--- config.mk ---
export PLATFORM = sky130hd
export DESIGN_NAME = mmd_indirect_access
export DESIGN_NICKNAME = d
export VERILOG_FILES = /design/src/include/mmd_pkg.sv /design/src/core/mdc_sampler.sv /design/src/core/mmd_indirect_access.sv
export SDC_FILE = /design/constraint.sdc
export NUM_CORES = 1
export LEC_CHECK = 0
export ABC_CLOCK_PERIOD_IN_PS = 3400
export CAP_MARGIN = 10
export CORE_AREA = 2 2 101 103
export DETAILED_ROUTE_END_ITERATION = 10
export DIE_AREA = 0 0 103 105
export DONT_BUFFER_PORTS = 1
export GPL_TIMING_DRIVEN = 0
export PLACE_DENSITY = 0.76
export REMOVE_ABC_BUFFERS = 1
export SYNTH_ARGS = -nofsm -noshare
export SYNTH_HDL_FRONTEND = slang
export SYNTH_HIERARCHICAL = 1
export SYNTH_SLANG_ARGS = --single-unit
--- constraint.sdc ---
create_clock -name clk_in -period 3.4 [get_ports clk_in]
set_clock_uncertainty 0.15 [all_clocks]
set_input_delay 0.85 -clock clk_in [delete_from_list [all_inputs] [get_ports clk_in]]
set_output_delay 0.85 -clock clk_in [all_outputs]
set_load 0.03 [all_outputs]
--- src/include/mmd_pkg.sv ---
package mmd_pkg;

  // ==========================================================
  // Direct register map and fields
  localparam logic [4:0]  CTRL_REG_ADDR   = 5'h0d;
  localparam logic [4:0]  PORT_REG_ADDR   = 5'h0e;
  localparam int          FN_MSB          = 15;
  localparam int          FN_LSB          = 14;
  localparam int          DEVSEL_MSB      = 4;
  localparam logic [4:0]  DEVSEL_GENERAL  = 5'h1f;
  localparam logic [1:0]  FN_ADDRESS      = 2'h0;
  localparam logic [1:0]  FN_DATA         = 2'h1;
  localparam logic [1:0]  FN_DATA_INC_RW  = 2'h2;
  localparam logic [1:0]  FN_DATA_INC_WR  = 2'h3;
  localparam logic [15:0] CTRL_RESET      = 16'h0000;
  localparam logic [15:0] EXT_ADDR_RESET  = 16'h0000;

  // ==========================================================
  // Extended registers
  localparam logic [15:0] CLK_CFG_ADDR    = 16'h0170;
  localparam logic [15:0] CLK_CFG_RESET   = 16'h0c10;
  localparam int          CLK_OFF_BIT     = 6;

  // ==========================================================
  // Serial frame layout
  localparam logic [1:0]  OP_READ         = 2'h2;
  localparam logic [1:0]  OP_WRITE        = 2'h1;
  localparam logic [3:0]  OP_LAST         = 4'h1;
  localparam logic [3:0]  ADDR_LAST       = 4'h4;
  localparam logic [3:0]  TURN_LAST       = 4'h1;
  localparam logic [3:0]  DATA_LAST       = 4'hf;
  localparam logic [4:0]  PHY_ADDR_DEF    = 5'h01;

  // ==========================================================
  // Types
  typedef enum logic [2:0] {
    ST_IDLE  = 3'h0,
    ST_START = 3'h1,
    ST_OP    = 3'h3,
    ST_PHYAD = 3'h2,
    ST_REGAD = 3'h6,
    ST_TURN  = 3'h7,
    ST_DATA  = 3'h5
  } frame_state_t;

  typedef struct packed {
    logic rise;
    logic data;
  } link_sample_t;

  typedef struct packed {
    logic [2:0] mdc_pipe;
    logic [1:0] mdio_pipe;
    link_sample_t smp;
  } sync_state_t;

  typedef struct packed {
    frame_state_t fsm;
    logic [3:0]   cnt;
    logic [1:0]   op;
    logic [4:0]   phyad;
    logic [4:0]   regad;
    logic [15:0]  shift;
    logic         hit;
    logic [15:0]  ctrl;
    logic [15:0]  ext_addr;
    logic [15:0]  clk_cfg;
    logic         cfg_written;
    logic         mdio_o;
    logic         mdio_oe;
    logic         clk_out_en;
  } core_state_t;

endpackage

--- src/core/mdc_sampler.sv ---
`timescale 1ns/1ps
module mdc_sampler (
  input  wire logic           clk_in,
  input  wire logic           resetn_in,
  input  wire logic           mdc_in,
  input  wire logic           mdio_in,
  output mmd_pkg::link_sample_t smp_out
);
  import mmd_pkg::*;

  sync_state_t st_reg;
  sync_state_t st_next;

  // ==========================================================
  // Two-stage capture and rising edge find
  always_comb begin
    st_next           = st_reg;
    st_next.mdc_pipe  = {st_reg.mdc_pipe[1:0], mdc_in};
    st_next.mdio_pipe = {st_reg.mdio_pipe[0], mdio_in};
    st_next.smp.rise  = st_reg.mdc_pipe[1] & ~st_reg.mdc_pipe[2];
    st_next.smp.data  = st_reg.mdio_pipe[1];
  end

  always_ff @(posedge clk_in or negedge resetn_in) begin
    if (!resetn_in) begin
      st_reg <= '0;
    end else begin
      st_reg <= st_next;
    end
  end

  assign smp_out = st_reg.smp;

endmodule

--- src/core/mmd_indirect_access.sv ---
`timescale 1ns/1ps
module mmd_indirect_access #(
  parameter logic [4:0] PHY_ADDR = mmd_pkg::PHY_ADDR_DEF
) (
  input  wire logic clk_in,
  input  wire logic resetn_in,
  input  wire logic mdc_in,
  input  wire logic mdio_in,
  output wire logic mdio_out,
  output wire logic mdio_oe_out,
  output wire logic clk_out_en_out
);
  import mmd_pkg::*;

  core_state_t  st_reg;
  core_state_t  st_next;
  link_sample_t smp;
  logic         wr_commit;
  logic         rd_done;
  logic         dev_ok;
  logic [1:0]   fn;
  logic [15:0]  wdata;
  logic [4:0]   regad_now;

  mdc_sampler u_sampler (
    .clk_in    (clk_in),
    .resetn_in (resetn_in),
    .mdc_in    (mdc_in),
    .mdio_in   (mdio_in),
    .smp_out   (smp)
  );

  // ==========================================================
  // Read value selection
  function automatic logic [15:0] ext_read(input core_state_t s);
    // Only real extended registers answer; 0x0D/0x0E are not among them
    if (s.ext_addr == CLK_CFG_ADDR) begin
      return s.clk_cfg;
    end
    return 16'h0000;
  endfunction

  function automatic logic [15:0] direct_read(input core_state_t s,
                                              input logic [4:0]  ra);
    logic [15:0] v;
    v = 16'h0000;
    if (ra == CTRL_REG_ADDR) begin
      v = s.ctrl;
    end else if (ra == PORT_REG_ADDR &&
                 s.ctrl[DEVSEL_MSB:0] == DEVSEL_GENERAL) begin
      if (s.ctrl[FN_MSB:FN_LSB] == FN_ADDRESS) begin
        v = s.ext_addr;
      end else begin
        v = ext_read(s);
      end
    end
    return v;
  endfunction

  // ==========================================================
  // Frame engine and register effects
  always_comb begin
    st_next   = st_reg;
    wr_commit = 1'b0;
    rd_done   = 1'b0;
    fn        = st_reg.ctrl[FN_MSB:FN_LSB];
    dev_ok    = st_reg.ctrl[DEVSEL_MSB:0] == DEVSEL_GENERAL;
    wdata     = {st_reg.shift[14:0], smp.data};
    regad_now = {st_reg.regad[3:0], smp.data};
    if (smp.rise) begin
      unique case (st_reg.fsm)
        ST_IDLE: begin
          st_next.cnt = 4'h0;
          if (!smp.data) begin
            st_next.fsm = ST_START;
          end
        end
        ST_START: begin
          st_next.fsm = smp.data ? ST_OP : ST_IDLE;
        end
        ST_OP: begin
          st_next.op  = {st_reg.op[0], smp.data};
          st_next.cnt = 4'(st_reg.cnt + 4'h1);
          if (st_reg.cnt == OP_LAST) begin
            st_next.fsm = ST_PHYAD;
            st_next.cnt = 4'h0;
          end
        end
        ST_PHYAD: begin
          st_next.phyad = {st_reg.phyad[3:0], smp.data};
          st_next.cnt   = 4'(st_reg.cnt + 4'h1);
          if (st_reg.cnt == ADDR_LAST) begin
            st_next.fsm = ST_REGAD;
            st_next.cnt = 4'h0;
          end
        end
        ST_REGAD: begin
          st_next.regad = regad_now;
          st_next.cnt   = 4'(st_reg.cnt + 4'h1);
          if (st_reg.cnt == ADDR_LAST) begin
            st_next.fsm   = ST_TURN;
            st_next.cnt   = 4'h0;
            st_next.hit   = st_reg.phyad == PHY_ADDR;
            st_next.shift = direct_read(st_reg, regad_now);
          end
        end
        ST_TURN: begin
          st_next.cnt = 4'(st_reg.cnt + 4'h1);
          if (st_reg.op == OP_READ && st_reg.hit) begin
            st_next.mdio_oe = 1'b1;
            st_next.mdio_o  = 1'b0;
          end
          if (st_reg.cnt == TURN_LAST) begin
            st_next.fsm = ST_DATA;
            st_next.cnt = 4'h0;
            if (st_reg.op == OP_READ) begin
              st_next.mdio_o = st_reg.shift[15];
              st_next.shift  = {st_reg.shift[14:0], 1'b0};
            end
          end
        end
        ST_DATA: begin
          st_next.cnt = 4'(st_reg.cnt + 4'h1);
          if (st_reg.op == OP_READ) begin
            st_next.mdio_o = st_reg.shift[15];
            st_next.shift  = {st_reg.shift[14:0], 1'b0};
          end else begin
            st_next.shift = wdata;
          end
          if (st_reg.cnt == DATA_LAST) begin
            st_next.fsm     = ST_IDLE;
            st_next.cnt     = 4'h0;
            st_next.mdio_oe = 1'b0;
            st_next.mdio_o  = 1'b0;
            wr_commit = st_reg.hit && st_reg.op == OP_WRITE;
            rd_done   = st_reg.hit && st_reg.op == OP_READ;
          end
        end
        default: begin
          st_next.fsm     = ST_IDLE;
          st_next.mdio_oe = 1'b0;
        end
      endcase
    end

    // Post-increment lands after the frame, data used old address
    if (rd_done && st_reg.regad == PORT_REG_ADDR && dev_ok &&
        fn == FN_DATA_INC_RW) begin
      st_next.ext_addr = 16'(st_reg.ext_addr + 16'h0001);
    end
    if (wr_commit && st_reg.regad == CTRL_REG_ADDR) begin
      st_next.ctrl = wdata;
    end
    if (wr_commit && st_reg.regad == PORT_REG_ADDR && dev_ok) begin
      if (fn == FN_ADDRESS) begin
        st_next.ext_addr = wdata;
      end else begin
        if (st_reg.ext_addr == CLK_CFG_ADDR) begin
          st_next.clk_cfg     = wdata;
          st_next.cfg_written = 1'b1;
        end
        if (fn[1]) begin
          st_next.ext_addr = 16'(st_reg.ext_addr + 16'h0001);
        end
      end
    end
    st_next.clk_out_en = ~st_next.clk_cfg[CLK_OFF_BIT];
  end

  always_ff @(posedge clk_in or negedge resetn_in) begin
    if (!resetn_in) begin
      st_reg             <= '0;
      st_reg.ctrl        <= CTRL_RESET;
      st_reg.ext_addr    <= EXT_ADDR_RESET;
      st_reg.clk_cfg     <= CLK_CFG_RESET;
      st_reg.clk_out_en  <= ~CLK_CFG_RESET[CLK_OFF_BIT];
    end else begin
      st_reg <= st_next;
    end
  end

  assign mdio_out       = st_reg.mdio_o;
  assign mdio_oe_out    = st_reg.mdio_oe;
  assign clk_out_en_out = st_reg.clk_out_en;
endmodule

Yosys cells after proc, flatten, opt, wreduce, memory -nomap -nowiden:

Index checks and enable logic that the tools add are counted.

* add/subtract/negate cells: 2
* eq/ne operators: 28
* mux-type cells: 45
* bitwise logic cells: 5
* reductions and logical operators: 25

Operators with widths (count)
* two-way mux 16 bit: 10
* two-way mux 17 bit: 3
* one-hot mux 16 bit (3 select lines): 1
* two-way mux 7 bit: 5
* two-way mux 33 bit: 1
* one-hot mux 4 bit (6 select lines): 1
* one-hot mux 3 bit (7 select lines): 1
* equality test 5 x 4 -> 1 bit, second input constant: 4
* two-way mux 1 bit: 17
* adder 16 x 1 -> 16 bit, second input constant: 1
* equality test 16 x 9 -> 1 bit, second input constant: 1
* inequality test 2 bit, second input constant: 8
* equality test 3 bit, second input constant: 3
* logical AND 1 bit: 9
* AND reduction 3 bit: 3
* AND reduction 2 bit: 4
* AND reduction 7 bit: 1
* equality test 3 x 2 -> 1 bit, second input constant: 2
* two-way mux 2 bit: 3
* nonzero test 6 bit: 1
* equality test 5 x 1 -> 1 bit, second input constant: 1
* equality test 5 bit, second input constant: 1
* AND reduction 5 bit: 1
* OR reduction 5 bit: 1
* 18 further kinds: 22

* flip-flop bits (word level): 95
* input port bits: 4
* word-level logic and storage cells: 124

Logic depth before layout (Yosys ltp):

* depth after elaboration: 14
* depth in mapped cells: 9
* gate-level depth less buffers: 7

Cells and area by module:

The synthesis kept the hierarchy.

Modules (own cells, without submodules)
* mmd_indirect_access: times used 1, cells an instance 510, area an instance 5068.6 um2
* mdc_sampler: times used 1, cells an instance 10, area an instance 203.9 um2

Worst setup path after synthesis:

Ideal clock, no wire load.

* path type: register to register
* start: register st_reg[81] (netlist name)
* end: register st_reg[10] (netlist name)
* library setup time: 125 ps
* arrival time: 2285 ps
* slack: 840 ps
* cell stages (with the launch flop): 10
* buffers on the path: 3
* path through: dfrtp_1 > ha_1 > and3_1 > buf_6 > nand2_4 > or3_4 > or3_1 > buf_6 > buf_12 > mux2_4

RTL lines
* from (decl): line mmd_indirect_access.sv:15 `core_state_t st_reg;`
* from (signal assigned): line mmd_indirect_access.sv:178 `st_reg <= st_next;`

Final worst setup path:

* start: register st_reg[85] (netlist name)
* end: register st_reg[13] (netlist name)

* longest elaborated chain between the ends: 6

RTL lines
* equality test 3 bit: line mmd_indirect_access.sv:71 `unique case (st_reg.fsm)`
* two-way mux 1 bit: line mmd_indirect_access.sv:71
* two-way mux 1 bit: line mmd_indirect_access.sv:70 `if (smp.rise) begin`
* logical AND 1 bit (2 in a row): line mmd_indirect_access.sv:154 `if (wr_commit && st_reg.regad == PORT_REG_ADDR && dev_ok) begin`
* AND reduction 3 bit (no line)

No other way between the ends.
A chain may end at the register's enable or synchronous reset.

==> results_dict.tcl <==
set metrics [dict create \
    status "complete, no violations" \
    critPathMaxStageDelay_ns 0.79 \
    synth_cell_types 68 \
    postSynth.asyncResetShare_pct 100 \
    gp_congestion 0.887 \
    slew_headroom_pct 14.4 \
    final-seq-area_um2 2360 \
    ys_ff_latch 94 \
    drc 0 \
    p_switching_mw 0.759 \
    vias 4381 \
    dieArea_um2 10800 \
    hp-class "primary input to async pin" \
    multi_input_area_um2 2650 \
    ys.flop_type "dfrtp_1" \
    via_per_inst 6.97 \
    grt_overflow 0 \
    maxCapViolCount 0 \
    start_util_pct 54.7 \
    grt_antenna_before_repair 0 \
    cts-root-buf "clkbuf_8" \
    largest_register_ff_count 78 \
    max_freq_ghz 0.306 \
    yosys.area.top_type "dfrtp_1" \
    ioPinCount 7 \
    startpoint_type "flop" \
    period_share_pct 96.0 \
    rsz0062_at_grt "false" \
    nets 500 \
    rows 36 \
    grt_pass1_wl_mm 21.3 \
    drive_gt1_share_pct 15.7 \
    grt_max_degree 95 \
    clockPowerShare_pct 31.6 \
    clk_pin_slew_ns 0.09 \
    ctsHtreeMaxLevel 3 \
    setup_viol 0 \
    clock-sinks 94 \
    worstPathRequired_ns 3.51 \
    drt_wl_total_mm 13.5 \
    worst_pin_slew_ns 1.28 \
    setup_tns_ns 0 \
    grt_use_total_pct 25.4 \
    clockBufferDepth 2 \
    die_y_um 105 \
    die_x_um 103 \
    seqPwrFrac_pct 52.8 \
    diodes 0 \
    dr.pass1.iters 6 \
    wl_per_cell_um 21.5 \
    area_growth_pct 4.06 \
    ys_top_cells_by_area "dfrtp_1, mux2_2, nand3_1" \
    worstPathMaxFanout 18 \
    synth_common_cells "dfrtp_1, mux2_2, nand3_1" \
    avgSynthCellArea_um2 10.1 \
    hold_viol 0 \
    slowest_stage "or3_2" \
    synth_top_cell_area_share_pct 42.7 \
    cts_buffers 9 \
    drv_slew 0 \
    power_density_nw_per_um2 440 \
    critPathCaptureType "flop" \
    worst-setup-path-type "flop to flop" \
    layoutNonFillerInstCount 629 \
    p_leak_nw 2.31 \
    worstPathCellList "and3_1, nand2_2, or3_4, or3_2, mux2_4" \
    synth.cell_area_um2 5270 \
    ys_seq_area_share_pct 44.7 \
    drt_iter0_drc 409 \
    period_needed_ns 3.27 \
    synth_edf_count 0 \
    final_util_pct 56.9 \
    antenna_left 0 \
    io_buffers 0 \
    switching_share_pct 31.5 \
    post-synth-top-count-cell "dfrtp_1" \
    fill_cells 850 \
    place_inst 608 \
    clkLatencyLatePin_ns 0.37 \
    worstPathArrival_ns 3.37 \
    power.internal_mw 1.65 \
    cts_tree "yes" \
    fp.coreArea_um2 9640 \
    ys.warnings.count 6 \
    dpl.hpwl_mm 8.38 \
    p_comb_share_pct 15.6 \
    synth_cells 520 \
    max-vdd-ir-drop_mv 0.315 \
    grt_pass1_vias 4083 \
]
==> cells by family (layout without fill, tap and decap cells) <==
logic type	Yosys count	after routing	synth area share, %
flip-flops	94	94	44.7
buffers and inverters	59	34	5.17
AO/OA/AOI/OAI	118	118	16.1
multiplexers	44	44	10.0
XOR/XNOR	13	13	2.16
AND/OR/NAND/NOR	187	188	20.6
adder cells (fa/ha/maj)	5	5	1.19
==> layout by cell type, fill, tap and decap left out, types with 5 or more instances in the layout <==
cell      netlist  final
a21o_1          5      5
a21oi_1        14     14
a221oi_1        5      5
a22oi_1        16     16
a32o_1         15     15
and3_1          6      6
clkbuf_8        0      9
dfrtp_1        90     90
ha_1            5      5
inv_1          13     13
mux2_2         34     34
mux2_4          9      9
nand2_1        27     27
nand2b_1        6      6
nand3_1        32     32
nand3b_1        6      6
nand4_1        20     21
nor2_1         17     16
nor3_1         23     23
nor4_1          9      9
o21ai_0        25     25
or4_1           6      6
xnor2_1        12     12
==> metrics by stage <==
stage          setup WS, ns  total power, mW  area (um2)  hold slack [ns]
2_1_floorplan         0.194             1.52        5050            0.181
3_3_place_gp         -0.508             1.62        5220            0.182
3_5_place_dp         -0.484             1.64        5220            0.186
4_1_cts              0.0397             2.39        5440          0.00398
5_1_grt              0.0350             2.50        5490         0.000207
6_report              0.135             2.41        5490           0.0217
==> area by class of cell <==
cell class              count  share of cell area, %
multi-input cells         368                   48.3
flip-flops and latches     94                   43.0
well taps                 133                   3.03
clock buffers              10                   2.33
clock inverters             6                   1.28
repair buffers              5                   1.16
inverters                  13                  0.889
==> power groups by stage <==
stage               sequential [mW]  clock (mW)  combinational, mW
floorplan                      1.26           0              0.257
global placement               1.28           0              0.333
detailed placement             1.29           0              0.345
CTS                            1.27       0.768              0.348
global route                   1.28       0.814              0.406
finish                         1.27       0.762              0.376
==> routing by layer <==
| metal | share of wire [%] | global-route usage [%] | vias to the layer above |
|---|---|---|---|
| met5 | 0 | 0 | - |
| met4 | 2.8 | 10.2 | 0 |
| met3 | 8.9 | 4.95 | 39 |
| met2 | 46 | 36.9 | 263 |
| met1 | 42 | 37.1 | 2159 |
| li1 | - | - | 1920 |
==> critical path: cells and delay by family (launching register included) <==
kind | cells | cell delay [ns]
DFF | 1 | 0.70
muxes | 1 | 0.39
and+or+nand+nor | 4 | 1.90
==> path summary, 6_finish.rpt <==
kind	startpoint	end	slack (ns)	cells past startpoint
setup / recovery	st_reg[85]	st_reg[13]	0.13	5
min in group clk_in	u_sampler/st_next[0]	u_sampler/smp_out[0]	0.21	0
max in group asynchronous	resetn_in	st_reg[58]	2.20	1
hold reg to reg	u_sampler/st_next[0]	u_sampler/smp_out[0]	0.21	0
hold / removal	resetn_in	st_reg[53]	0.02	0
setup reg to reg	st_reg[85]	st_reg[13]	0.13	5
==> timing repair <==
action                     CTS  global route
cloned                       1             0
pin swaps                    1             0
gates resized for setup      1             1
hold endpoints to repair     0            54
setup endpoints to repair   17            14
buffers inserted             1             0
hold buffers                 0             2
Note: power is estimated with default switching activity, not from simulation.
